===== config.mk =====
export PLATFORM = sky130hd
export DESIGN_NAME = clear_call_dec_exec
export DESIGN_NICKNAME = d
export VERILOG_FILES = /design/src/exec_pkg.sv /design/src/alu_if.sv /design/src/byte_alu.sv /design/src/clear_call_dec_exec.sv
export SDC_FILE = /design/constraint.sdc
export NUM_CORES = 1
export LEC_CHECK = 0
export BUFFER_PORTS_ARGS = -buffer_cell sky130_fd_sc_hd__buf_2
export CAP_MARGIN = 20
export CORE_MARGIN = 2
export CORE_UTILIZATION = 40
export CTS_CLUSTER_DIAMETER = 100
export DETAILED_ROUTE_END_ITERATION = 10
export GPL_TIMING_DRIVEN = 0
export HOLD_SLACK_MARGIN = 0.05
export SLEW_MARGIN = 25
export SYNTH_ARGS = -nofsm -noshare
export SYNTH_HDL_FRONTEND = slang
export SYNTH_SLANG_ARGS = --single-unit

===== constraint.sdc =====
create_clock -name mclk -period 4.4 [get_ports mclk]
set_clock_uncertainty 0.2 [all_clocks]
set_input_delay 0 -clock mclk [delete_from_list [all_inputs] [get_ports mclk]]
set_output_delay 0 -clock mclk [all_outputs]
set_load 0.05 [all_outputs]

===== src/exec_pkg.sv =====
// Shared constants, operation codes and state record for the instruction execution block.
package exec_pkg;

  // ----------------------------------------------------------------
  // Widths and constants
  // ----------------------------------------------------------------
  localparam int          DATA_W        = 8;
  localparam int          ADDR_W        = 7;
  localparam int          PC_W          = 15;
  localparam int          LATCH_W       = 7;
  localparam logic [7:0]  BYTE_ZERO     = 8'h00;
  localparam logic [7:0]  BYTE_ONE      = 8'h01;
  localparam logic [14:0] PC_STEP       = 15'h0001;
  localparam logic [14:0] PC_ZERO       = 15'h0000;
  localparam logic [6:0]  ADDR_ZERO     = 7'h00;
  localparam logic [6:0]  FILE_ADDR_MAX = 7'h7F;
  localparam logic        DEST_WORKING  = 1'b0;
  localparam logic        DEST_FILE     = 1'b1;
  localparam logic        FLAG_SET      = 1'b1;
  localparam logic        FLAG_CLEAR    = 1'b0;

  // ----------------------------------------------------------------
  // Operation codes and machine states
  // ----------------------------------------------------------------
  typedef enum logic [2:0] {
    no_op,
    watchdog_clear_op,
    call_via_working_op,
    complement_file_op,
    clear_file_op,
    decrement_file_op,
    clear_working_op,
    decrement_skip_zero_op
  } op_t;

  typedef enum logic [1:0] {
    alu_clear,
    alu_complement,
    alu_decrement
  } alu_fn_t;

  typedef enum logic [1:0] {
    st_idle,
    st_call_load,
    st_skip_nop
  } exec_st_t;

  typedef struct packed {
    exec_st_t    st;
    logic        push_en;
    logic [14:0] push_data;
    logic        pc_load_en;
    logic [14:0] pc_load_value;
    logic [14:0] call_target;
    logic        rf_wr_en;
    logic [6:0]  rf_wr_addr;
    logic [7:0]  rf_wr_data;
    logic        w_wr_en;
    logic [7:0]  w_wr_data;
    logic        zero_wr_en;
    logic        zero_wr_data;
    logic        wdt_clear;
    logic        timeout_flag;
    logic        powerdown_flag;
    logic        discard_next;
    logic        done;
  } exec_state_t;

  localparam exec_state_t EXEC_RESET = '{
    st: st_idle, push_en: 1'b0, push_data: PC_ZERO, pc_load_en: 1'b0,
    pc_load_value: PC_ZERO, call_target: PC_ZERO, rf_wr_en: 1'b0,
    rf_wr_addr: ADDR_ZERO, rf_wr_data: BYTE_ZERO, w_wr_en: 1'b0,
    w_wr_data: BYTE_ZERO, zero_wr_en: 1'b0, zero_wr_data: 1'b0,
    wdt_clear: 1'b0, timeout_flag: FLAG_SET, powerdown_flag: FLAG_SET,
    discard_next: 1'b0, done: 1'b0};

endpackage : exec_pkg


===== src/alu_if.sv =====
// Carrier between the execution core and its byte arithmetic unit.
`timescale 1ns/100ps
interface alu_if;
  import exec_pkg::*;
  alu_fn_t    fn;
  logic [7:0] operand;
  logic [7:0] result;
  logic       zero;
  modport core (output fn, output operand, input result, input zero);
  modport unit (input fn, input operand, output result, output zero);
endinterface : alu_if


===== src/byte_alu.sv =====
// Byte arithmetic for clear, complement and decrement with zero detection.
`timescale 1ns/100ps
module byte_alu (
  alu_if.unit alu
);
  import exec_pkg::*;

  always_comb begin
    case (alu.fn)
      alu_complement: alu.result = ~alu.operand;
      alu_decrement:  alu.result = alu.operand - BYTE_ONE;
      default:        alu.result = BYTE_ZERO;
    endcase
  end

  assign alu.zero = (alu.result == BYTE_ZERO);

endmodule : byte_alu


===== src/clear_call_dec_exec.sv =====
// Execution unit for watchdog clear, call through working, complement, clear and decrement.
`timescale 1ns/100ps
module clear_call_dec_exec (
  // Clock and reset
  input  wire logic                           mclk,
  input  wire logic                           rstn,
  // Instruction request from the sequencer
  input  wire logic                           op_valid,
  input  wire exec_pkg::op_t                  op_code,
  input  wire logic [exec_pkg::ADDR_W-1:0]    op_file_addr,
  input  wire logic                           op_dest,
  output logic                                op_ready,
  output logic                                op_done,
  output logic                                discard_next,
  // Register file
  output logic [exec_pkg::ADDR_W-1:0]         rf_rd_addr,
  input  wire logic [exec_pkg::DATA_W-1:0]    rf_rd_data,
  output logic                                rf_wr_en,
  output logic [exec_pkg::ADDR_W-1:0]         rf_wr_addr,
  output logic [exec_pkg::DATA_W-1:0]         rf_wr_data,
  // Working register
  input  wire logic [exec_pkg::DATA_W-1:0]    w_in,
  output logic                                w_wr_en,
  output logic [exec_pkg::DATA_W-1:0]         w_wr_data,
  // Zero flag update
  output logic                                zero_wr_en,
  output logic                                zero_wr_data,
  // Program counter and return stack
  input  wire logic [exec_pkg::PC_W-1:0]      pc_in,
  input  wire logic [exec_pkg::LATCH_W-1:0]   pc_upper_latch,
  output logic                                pc_load_en,
  output logic [exec_pkg::PC_W-1:0]           pc_load_value,
  output logic                                push_en,
  output logic [exec_pkg::PC_W-1:0]           push_data,
  // Watchdog and power status
  input  wire logic                           timeout_event,
  input  wire logic                           powerdown_event,
  output logic                                wdt_clear,
  output logic                                timeout_flag,
  output logic                                powerdown_flag
);
  import exec_pkg::*;

  // ----------------------------------------------------------------
  // Helpers
  // ----------------------------------------------------------------
  function automatic logic [14:0] pc_plus_one(input logic [14:0] pc);
    pc_plus_one = pc + PC_STEP;
  endfunction : pc_plus_one

  function automatic logic routes_result(input op_t op);
    routes_result = (op == complement_file_op) || (op == decrement_file_op) ||
                    (op == decrement_skip_zero_op);
  endfunction : routes_result

  exec_state_t q;
  exec_state_t d;
  logic        accept;
  logic [14:0] call_tgt;

  alu_if alu ();

  byte_alu u_alu (
    .alu (alu)
  );

  assign op_ready   = (q.st == st_idle);
  assign accept     = op_valid && op_ready;
  assign rf_rd_addr = op_file_addr;
  assign call_tgt   = {pc_upper_latch, w_in};

  always_comb begin
    case (op_code)
      complement_file_op:     alu.fn = alu_complement;
      decrement_file_op:      alu.fn = alu_decrement;
      decrement_skip_zero_op: alu.fn = alu_decrement;
      default:                alu.fn = alu_clear;
    endcase
  end

  assign alu.operand = rf_rd_data;

  // ----------------------------------------------------------------
  // Next state
  // ----------------------------------------------------------------
  always_comb begin
    d              = q;
    d.push_en      = 1'b0;
    d.pc_load_en   = 1'b0;
    d.rf_wr_en     = 1'b0;
    d.w_wr_en      = 1'b0;
    d.zero_wr_en   = 1'b0;
    d.wdt_clear    = 1'b0;
    d.discard_next = 1'b0;
    d.done         = 1'b0;
    // External events clear the status flags; an instruction set below wins.
    if (timeout_event) begin
      d.timeout_flag = FLAG_CLEAR;
    end
    if (powerdown_event) begin
      d.powerdown_flag = FLAG_CLEAR;
    end
    case (q.st)
      st_idle: begin
        if (accept) begin
          if (routes_result(op_code)) begin
            if (op_dest == DEST_FILE) begin
              d.rf_wr_en   = 1'b1;
              d.rf_wr_addr = op_file_addr;
              d.rf_wr_data = alu.result;
            end else begin
              d.w_wr_en   = 1'b1;
              d.w_wr_data = alu.result;
            end
          end
          case (op_code)
            watchdog_clear_op: begin
              d.wdt_clear      = 1'b1;
              d.timeout_flag   = FLAG_SET;
              d.powerdown_flag = FLAG_SET;
              d.done           = 1'b1;
            end
            call_via_working_op: begin
              d.push_en     = 1'b1;
              d.push_data   = pc_plus_one(pc_in);
              d.call_target = call_tgt;
              d.st          = st_call_load;
            end
            complement_file_op, decrement_file_op: begin
              d.zero_wr_en   = 1'b1;
              d.zero_wr_data = alu.zero;
              d.done         = 1'b1;
            end
            clear_file_op: begin
              d.rf_wr_en     = 1'b1;
              d.rf_wr_addr   = op_file_addr;
              d.rf_wr_data   = BYTE_ZERO;
              d.zero_wr_en   = 1'b1;
              d.zero_wr_data = FLAG_SET;
              d.done         = 1'b1;
            end
            clear_working_op: begin
              d.w_wr_en      = 1'b1;
              d.w_wr_data    = BYTE_ZERO;
              d.zero_wr_en   = 1'b1;
              d.zero_wr_data = FLAG_SET;
              d.done         = 1'b1;
            end
            decrement_skip_zero_op: begin
              if (alu.zero) begin
                d.discard_next = 1'b1;
                d.st           = st_skip_nop;
              end else begin
                d.done = 1'b1;
              end
            end
            default: begin
              d.done = 1'b1;
            end
          endcase
        end
      end
      st_call_load: begin
        d.pc_load_en    = 1'b1;
        d.pc_load_value = q.call_target;
        d.done          = 1'b1;
        d.st            = st_idle;
      end
      st_skip_nop: begin
        d.done = 1'b1;
        d.st   = st_idle;
      end
      default: begin
        d.st = st_idle;
      end
    endcase
  end

  always_ff @(posedge mclk or negedge rstn) begin
    if (!rstn) begin
      q <= EXEC_RESET;
    end else begin
      q <= d;
    end
  end

  // ----------------------------------------------------------------
  // Outputs
  // ----------------------------------------------------------------
  assign op_done        = q.done;
  assign discard_next   = q.discard_next;
  assign rf_wr_en       = q.rf_wr_en;
  assign rf_wr_addr     = q.rf_wr_addr;
  assign rf_wr_data     = q.rf_wr_data;
  assign w_wr_en        = q.w_wr_en;
  assign w_wr_data      = q.w_wr_data;
  assign zero_wr_en     = q.zero_wr_en;
  assign zero_wr_data   = q.zero_wr_data;
  assign pc_load_en     = q.pc_load_en;
  assign pc_load_value  = q.pc_load_value;
  assign push_en        = q.push_en;
  assign push_data      = q.push_data;
  assign wdt_clear      = q.wdt_clear;
  assign timeout_flag   = q.timeout_flag;
  assign powerdown_flag = q.powerdown_flag;

  // ----------------------------------------------------------------
  // Assertions
  // ----------------------------------------------------------------
  logic [7:0] exp_comp;
  logic [7:0] exp_dec;
  assign exp_comp = ~rf_rd_data;
  assign exp_dec  = rf_rd_data - BYTE_ONE;

  property p_wdt_clear;
    @(posedge mclk) disable iff (!rstn)
      accept && op_code == watchdog_clear_op |=> wdt_clear && op_done;
  endproperty
  a_wdt_clear: assert property (p_wdt_clear) else $error("watchdog clear not issued");

  property p_flags_set;
    @(posedge mclk) disable iff (!rstn)
      accept && op_code == watchdog_clear_op |=> timeout_flag && powerdown_flag && !zero_wr_en;
  endproperty
  a_flags_set: assert property (p_flags_set) else $error("status flags not set");

  property p_call_push;
    @(posedge mclk) disable iff (!rstn)
      accept && op_code == call_via_working_op |=> push_en && push_data == $past(pc_in) + PC_STEP;
  endproperty
  a_call_push: assert property (p_call_push) else $error("wrong return address pushed");

  property p_call_load;
    @(posedge mclk) disable iff (!rstn)
      accept && op_code == call_via_working_op |-> ##1 !pc_load_en ##1 pc_load_en &&
      pc_load_value == $past(call_tgt, 2);
  endproperty
  a_call_load: assert property (p_call_load) else $error("call target wrong");

  property p_call_two;
    @(posedge mclk) disable iff (!rstn)
      accept && op_code == call_via_working_op |=> (!op_ready && !op_done && !zero_wr_en) ##1
      (op_done && !zero_wr_en && $stable(timeout_flag));
  endproperty
  a_call_two: assert property (p_call_two) else $error("call timing or flags wrong");

  property p_comp;
    @(posedge mclk) disable iff (!rstn)
      accept && op_code == complement_file_op |=> zero_wr_en &&
      (($past(op_dest) == DEST_FILE) ? (rf_wr_en && rf_wr_data == $past(exp_comp) && !w_wr_en)
                                     : (w_wr_en && w_wr_data == $past(exp_comp) && !rf_wr_en));
  endproperty
  a_comp: assert property (p_comp) else $error("complement result wrong");

  property p_clear_file_op;
    @(posedge mclk) disable iff (!rstn)
      accept && op_code == clear_file_op |=> rf_wr_en && rf_wr_data == BYTE_ZERO &&
      rf_wr_addr == $past(op_file_addr) && zero_wr_en && zero_wr_data;
  endproperty
  a_clear_file_op: assert property (p_clear_file_op) else $error("clear file wrong");

  property p_clear_working_op;
    @(posedge mclk) disable iff (!rstn)
      accept && op_code == clear_working_op |=> w_wr_en && w_wr_data == BYTE_ZERO &&
      !rf_wr_en && zero_wr_en && zero_wr_data;
  endproperty
  a_clear_working_op: assert property (p_clear_working_op) else $error("clear working wrong");

  property p_dec;
    @(posedge mclk) disable iff (!rstn)
      accept && op_code == decrement_file_op |=> zero_wr_en &&
      (($past(op_dest) == DEST_FILE) ? (rf_wr_en && rf_wr_data == $past(exp_dec))
                                     : (w_wr_en && w_wr_data == $past(exp_dec)));
  endproperty
  a_dec: assert property (p_dec) else $error("decrement result wrong");

  property p_dskip;
    @(posedge mclk) disable iff (!rstn)
      accept && op_code == decrement_skip_zero_op |=> !zero_wr_en &&
      (($past(op_dest) == DEST_FILE) ? (rf_wr_en && rf_wr_data == $past(exp_dec))
                                     : (w_wr_en && w_wr_data == $past(exp_dec)));
  endproperty
  a_dskip: assert property (p_dskip) else $error("decrement skip wrong");

  property p_skip;
    @(posedge mclk) disable iff (!rstn)
      accept && op_code == decrement_skip_zero_op && rf_rd_data == BYTE_ONE |=>
      discard_next && !op_done ##1 op_done && !discard_next;
  endproperty
  a_skip: assert property (p_skip) else $error("skip not taken");

  property p_noskip;
    @(posedge mclk) disable iff (!rstn)
      accept && op_code == decrement_skip_zero_op && rf_rd_data != BYTE_ONE |=>
      op_done && !discard_next && op_ready;
  endproperty
  a_noskip: assert property (p_noskip) else $error("unexpected skip");

  property p_zero;
    @(posedge mclk) disable iff (!rstn)
      zero_wr_en |-> zero_wr_data == (rf_wr_en ? (rf_wr_data == BYTE_ZERO) : (w_wr_data == BYTE_ZERO));
  endproperty
  a_zero: assert property (p_zero) else $error("zero flag mismatch");

  property p_single;
    @(posedge mclk) disable iff (!rstn)
      accept && (op_code == complement_file_op || op_code == decrement_file_op ||
      op_code == clear_file_op || op_code == clear_working_op) |=> op_done && op_ready;
  endproperty
  a_single: assert property (p_single) else $error("single cycle op took longer");

  c_call: cover property (@(posedge mclk) disable iff (!rstn)
    accept && op_code == call_via_working_op ##2 op_done);
  c_skip: cover property (@(posedge mclk) disable iff (!rstn) discard_next ##1 op_done);
  c_wdt: cover property (@(posedge mclk) disable iff (!rstn) timeout_event ##1 wdt_clear);
  c_dec_zero: cover property (@(posedge mclk) disable iff (!rstn) zero_wr_en && zero_wr_data);

endmodule : clear_call_dec_exec


==> results of run 1 <==
==> final timing paths <==
path,cells past startpoint,end,startpoint
worst max-delay path,10,q[80],rf_rd_data[0]
worst min-delay path,5,wdt_clear,op_code[1]
worst max register to register,8,w_wr_data[2],q[80]
worst min register to register,2,rf_wr_addr[2],rf_wr_addr[2]
max in group asynchronous,4,timeout_flag,rstn
min in group asynchronous,4,pc_load_value[11],rstn
==> final cells by class <==
class / instances / area, µm² / share of cell area [%]
Inverter: 15 / 56.3 / 0.978
Multi-Input combinational cell: 217 / 1470 / 25.5
Sequential cell: 81 / 2030 / 35.2
Timing Repair Buffer: 193 / 1340 / 23.2
Clock buffer: 11 / 141 / 2.45
Clock inverter: 5 / 40.0 / 0.695
Buffer: 74 / 519 / 9.02
Tap cell: 133 / 166 / 2.89
==> worst max-delay path: stages <==
cell,delay (ns)
dlygate4sd3_1,0.52
buf_2,0.19
inv_1,0.06
ha_1,0.27
and2b_1,0.19
xnor2_1,0.15
nor4b_2,0.32
dlygate4sd3_1,0.65
nand4_1,0.16
o21ai_1,0.16
==> state kept, by name, summed over array words and instances, names as in the netlist, 7 cells and up <==
register / cells
rf_wr_addr: 7
w_wr_data: 8
q: 17
rf_wr_data: 8
push_data: 15
pc_load_value: 15
==> what timing repair did <==
| item | CTS | global route |
|---|---|---|
| hold buffers | 67 | 0 |
| endpoints found under the setup margin | 0 | 0 |
| endpoints found under the hold margin | 142 | 0 |
==> stage by stage <==
step / power [mW] / instance area [µm²] / cells / hold WS (ns) / utilization, %
after floorplan: 2.52 / 4080 / 387 / -0.496 / -
after global placement: 2.84 / 4870 / 645 / -0.0440 / 49.6
after detailed placement: 2.88 / 4900 / 646 / -0.237 / 49.9
after CTS: 3.43 / 5760 / 729 / 0.0588 / 58.7
after global routing: 3.60 / 5760 / 729 / 0.0695 / 58.7
final: 3.40 / 5760 / 729 / 0.0646 / 58.7
==> routing by layer <==
metal / vias to the layer above / GRT usage, % / part of all wire [%]
li1: 1649 / - / -
met1: 1597 / 22.8 / 44
met2: 92 / 31.5 / 50
met3: 19 / 3.62 / 3.2
met4: 0 / 6.48 / 2.4
met5: - / 0 / 0
==> cells in the mapped netlist (all sizes together), types with 2 or more instances <==
cell type / n
and3: 5
nand2: 57
nand3: 7
and2: 3
o31ai: 2
dfstp: 2
a22o: 4
clkbuf: 6
nor3: 3
and4: 2
nand4: 5
o21ai: 33
nand2b: 3
inv: 15
a31oi: 5
o22ai: 2
xor2: 11
dfrtp: 79
nor3b: 2
o21a: 2
xnor2: 7
mux2: 31
ha: 5
nor2: 11
nor2b: 2
or3: 2
buf: 68
==> cell families (layout without fill, tap and decap cells) <==
| logic type | Yosys count | in the layout | synth area share (%) |
|---|---|---|---|
| xor+xnor | 18 | 18 | 3.87 |
| compound gates | 55 | 55 | 8.81 |
| flops | 81 | 81 | 49.8 |
| buf+inv | 89 | 298 | 14.1 |
| fa+ha+maj | 5 | 5 | 1.54 |
| simple gates | 107 | 107 | 13.0 |
| mux | 32 | 32 | 8.90 |
==> report_power, final <==
part | total [mW] | internal (mW) | switching (mW)
registers | 1.14 | 1.01 | 0.126
logic | 1.77 | 0.645 | 1.13
clock network | 0.489 | 0.223 | 0.265
==> cells in the final DEF (no fill, tap or decap), drive strengths merged, types with 7 or more instances in the layout <==
cell type	netlist	routed
buf	68	195
inv	15	16
dfrtp	79	79
nor2	11	11
nand3	7	7
xor2	11	11
o21ai	33	33
xnor2	7	7
mux2	31	31
nand2	57	57
clkbuf	6	17
dlygate4sd3	0	66
==> run_results.csv, run 1 <==
group,metric,value,unit
status,status,"finished clean",
finish,antenna_cells,0,
yosys,synth_edf_count,0,
cts,clock_latency,0.34,ns
floorplanning,pin_count,126,
sta,tns,0,ns
route,viasPerCell,4.60,
sta,finalCritPeriodShare,59.2,%
yosys,synth_area,0.00408,mm²
yosys,synth_top_area_share,48.5,%
worst_setup_path,crit_type,"input port to flop",
finish,synthToLayoutAreaGrowth,41.3,%
cts,cts_buffer_depth,2,
yosys,synth-seq-area-share,49.8,%
cts,cts-resized-gates,0,
worst_setup_path,path_max_fanout,8,
route,drt_iter0_markers,110,
place,place_ws,2.12,ns
pwr,peakVddDrop,0.000303,V
cts,post_cts_buffers,0,
yosys,syn_nets,446,
worst_setup_path,critical_path_arrival,2.67,ns
floorplanning,placementRows,36,
global_route,grt_max_degree,53,
route,drt-total-wl,9640,µm
worst_setup_path,end_kind,"flop",
finish,drive_above_1_share,39.9,%
yosys,synth_seq_cells,81,
sta,setup_violations,0,
route,wl_per_cell,13.2,µm
route,dr.pass1.iters,4,
yosys,synth_area_leaders,"dfrtp_1 49%, buf_4 11%, nand2_1 5.2%",
hold_path,min_path_type,"input port to flop",
yosys,yosysUniqueCellTypes,54,
sta,finalCriticalPeriod,2.60,ns
place,port_buffers,125,
floorplanning,die_area,0.0110,mm²
route,num_vias,3357,
cts,cts_tree,"built",
global_route,antenna_found_initial,0,
yosys,syn_inst,387,
sta,maxSlewViolCount,0,
route,ant_nets,0,
sta,setup_ws,1.80,ns
cts,clkTransAtPathRegs,0.08,ns
floorplanning,initial_core_util,41.5,%
yosys,syn_avg_cell_area,10.5,µm²
floorplanning,die_h,105,µm
global_route,grt_pass1_wl,16200,µm
sta,fmax,384,MHz
floorplanning,die_w,105,µm
global_route,grt_use_total,18.3,%
yosys,synthFlopType,"dfrtp_1",
finish,fillers,896,
yosys,async_reset_ff_share,100,%
yosys,synth_area_leader_cell,"dfrtp_1",
worst_setup_path,r2r_setup_slack,1.90,ns
place,gp_congestion,0.861,
cts,cts_buffers,9,
worst_setup_path,cp-start-kind,"input port",
global_route,grt_pass1_vias,3498,
pwr,power.density,590,mW/mm²
worst_setup_path,cp_data_required_time,4.47,ns
run,maxCapViolCount,0,
route,drc,0,
cts,clkSinkCount,81,
sta,rsz0062_at_grt,"false",
sta,worst_pin_slew,0.601,ns
floorplanning,core-area,0.00982,mm²
yosys,yosysWarnings,0,
cts,root_buffer,"clkbuf_8",
sta,relSlewSlack,59.9,%
sta,hold_viol,0,
global_route,overflow,0,
cts,cts-htree-levels,3,
pwr,power_leakage,2.92,nW
place,dpl.hpwl,6680,µm
finish,nNetsFinal,650,
Note: power is estimated with default switching activity, not from simulation.
==> inputs of run 2 (changes only) <==
==> constraint.sdc (replaced) <==
create_clock -name mclk -period 2.41 [get_ports mclk]
set_clock_uncertainty 0.2 [all_clocks]
set_input_delay 0 -clock mclk [delete_from_list [all_inputs] [get_ports mclk]]
set_output_delay 0 -clock mclk [all_outputs]
set_load 0.05 [all_outputs]
==> run_results.csv, run 2 (synthesized netlist as in run 1, its figures left out) <==
group,metric,value,unit
route,drc,0,
hold_path,whs_path_depth,5,
worst_setup_path,r2r_end,"q[38]",
cts,clock_latency,0.34,ns
sta,fmax,434,MHz
finish,largest-register,"q",
sta,finalCriticalPeriod,2.30,ns
worst_setup_path,rr_startpoint,"q[79]",
worst_setup_path,reg2reg_depth,7,
finish,utilization,58.4,%
sta,rsz0062_at_grt,"false",
global_route,grt_use_met1,22.7,%
cts,root_buffer,"clkbuf_8",
floorplanning,die_w,105,µm
worst_setup_path,cp_data_required_time,2.43,ns
cts,cts_buffers,9,
cts,cts_buffer_depth,2,
worst_setup_path,r2r_setup_slack,0.16,ns
finish,final_cell_count_no_fill,726,
cts,cts-htree-levels,3,
sta,setup_violations,0,
worst_setup_path,critical_path_arrival,2.32,ns
route,viasPerCell,4.61,
cts,clkSinkCount,81,
route,num_vias,3346,
finish,fillers,900,
floorplanning,pin_count,126,
route,drt-total-wl,9590,µm
pwr,power.density,1080,mW/mm²
finish,antenna_cells,0,
place,placed_cell_area,0.00490,mm²
route,dr.pass1.iters,4,
worst_setup_path,cp_slowest_cell,"dlygate4sd3_1",
floorplanning,die_h,105,µm
worst_setup_path,path_max_fanout,6,
global_route,grt_pass1_wl,16200,µm
cts,cts_tree,"built",
global_route,grt_most_used_layer,"met2",
finish,nNetsFinal,647,
finish,multi_input_area,0.00147,mm²
pwr,power_leakage,2.90,nW
global_route,grt_max_degree,53,
hold_path,hold_start,"op_code[1]",
finish,largest_reg_flops,17,
place,dpl.hpwl,6680,µm
floorplanning,initial_core_util,41.5,%
run,maxCapViolCount,0,
sta,hold_viol,0,
worst_setup_path,crit_family,"buffers and inverters",
place,dp.cells,646,
route,drt_iter0_markers,118,
global_route,grtUsageMet3,3.74,%
worst_setup_path,cp-start-kind,"input port",
worst_setup_path,critPathMaxStageDelay,0.56,ns
hold_path,min_path_type,"input port to flop",
worst_setup_path,crit_type,"input port to flop",
place,gp_congestion,0.861,
route,wl_per_cell,13.2,µm
floorplanning,die_area,0.0110,mm²
finish,final_area,0.00573,mm²
sta,relSlewSlack,59.6,%
place,port_buffers,125,
finish,drive_above_1_share,40.3,%
floorplanning,core-area,0.00982,mm²
global_route,antenna_found_initial,0,
sta,maxSlewViolCount,0,
finish,final_cell_mix,"131 x buf_2, 79 x dfrtp_1, 63 x dlygate4sd3_1",
route,ant_nets,0,
worst_setup_path,crit_chain,"dlygate4sd3_1, buf_2, ha_1, and3_1, clkbuf_1, and3_1, nand3_1, xor2_1, dlygate4sd3_1, o21ai_1",
global_route,overflow,0,
cts,clkTransAtPathRegs,0.09,ns
sta,tns,0,ns
global_route,met2_usage,31.4,%
global_route,grt_pass1_vias,3488,
cts,post_cts_buffers,0,
global_route,grt_use_total,18.2,%
sta,worst_pin_slew,0.606,ns
finish,regArea,0.00203,mm²
sta,finalCritPeriodShare,95.5,%
hold_path,min_to,"wdt_clear",
worst_setup_path,end_kind,"flop",
pwr,peakVddDrop,0.000553,V
floorplanning,placementRows,36,
finish,final_common_cell,"buf_2",
status,status,"finished clean",
finish,synthToLayoutAreaGrowth,40.6,%
worst_setup_path,cp_num_buf_inv,4,
sta,fin_hold_ws,0.0647,ns
-- run 2: cell types whose count changed in the layout (fill, tap and decap cells not counted), sizes merged --
cell / previous run / this run
dlygate4sd3: 66 / 63
-- run 2: worst max-delay path by stage --
stage / startpoint / to / slack (ns) / cells past startpoint
floorplan: q[79] / rf_wr_data[5] / 0.07 / 8
global placement: q[79] / q[42] / 0.17 / 7
detailed placement: q[79] / q[40] / 0.13 / 7
CTS: q[79] / q[38] / 0.11 / 7
global route: pc_in[0] / push_data[14] / 0.003 / 10
finish: pc_in[0] / push_data[14] / 0.11 / 10
-- run 2: repair_timing --
| action | 4_1_cts | 5_1_grt |
|---|---|---|
| hold buffers | 64 | 0 |
| setup endpoints to repair | 0 | 11 |
| gates resized for setup | 0 | 1 |
| endpoints found under the hold margin | 142 | 0 |
-- run 2: report_power, final --
group,switching (mW),leakage [nW],internal [mW]
registers,0.230,1.02,1.84
logic,2.06,1.80,1.16
clock network,0.486,0.0822,0.408
total,2.77,2.90,3.41
-- run 2: final cells by class --
cell class              instances  area share (%)
inverters                      15           0.983
multi-input cells             217            25.7
plain buffers                  74            9.08
flip-flops and latches         81            35.4
repair buffers                190            22.8
clock inverters                 5           0.699
well taps                     133            2.90
clock buffers                  11            2.47
-- run 2: through the flow --
step	worst slack, ns	power (mW)
final	0.108	6.19
after CTS	0.110	6.24
after detailed placement	0.128	5.26
after floorplan	0.0730	4.60
after global placement	0.171	5.19
after global routing	0.00336	6.55
-- run 2: worst min-delay path: cells and delay by family --
| kind | cells | cell delay, ns |
|---|---|---|
| AND/OR/NAND/NOR | 2 | 0.24 |
| buffers and inverters | 3 | 0.32 |
-- run 2: per-layer routing --
layer | vias to the layer above | part of all wire, %
met2 | 95 | 50
met4 | 0 | 2.4
met3 | 19 | 3.6
met1 | 1587 | 44
li1 | 1645 | -
met5 | - | 0
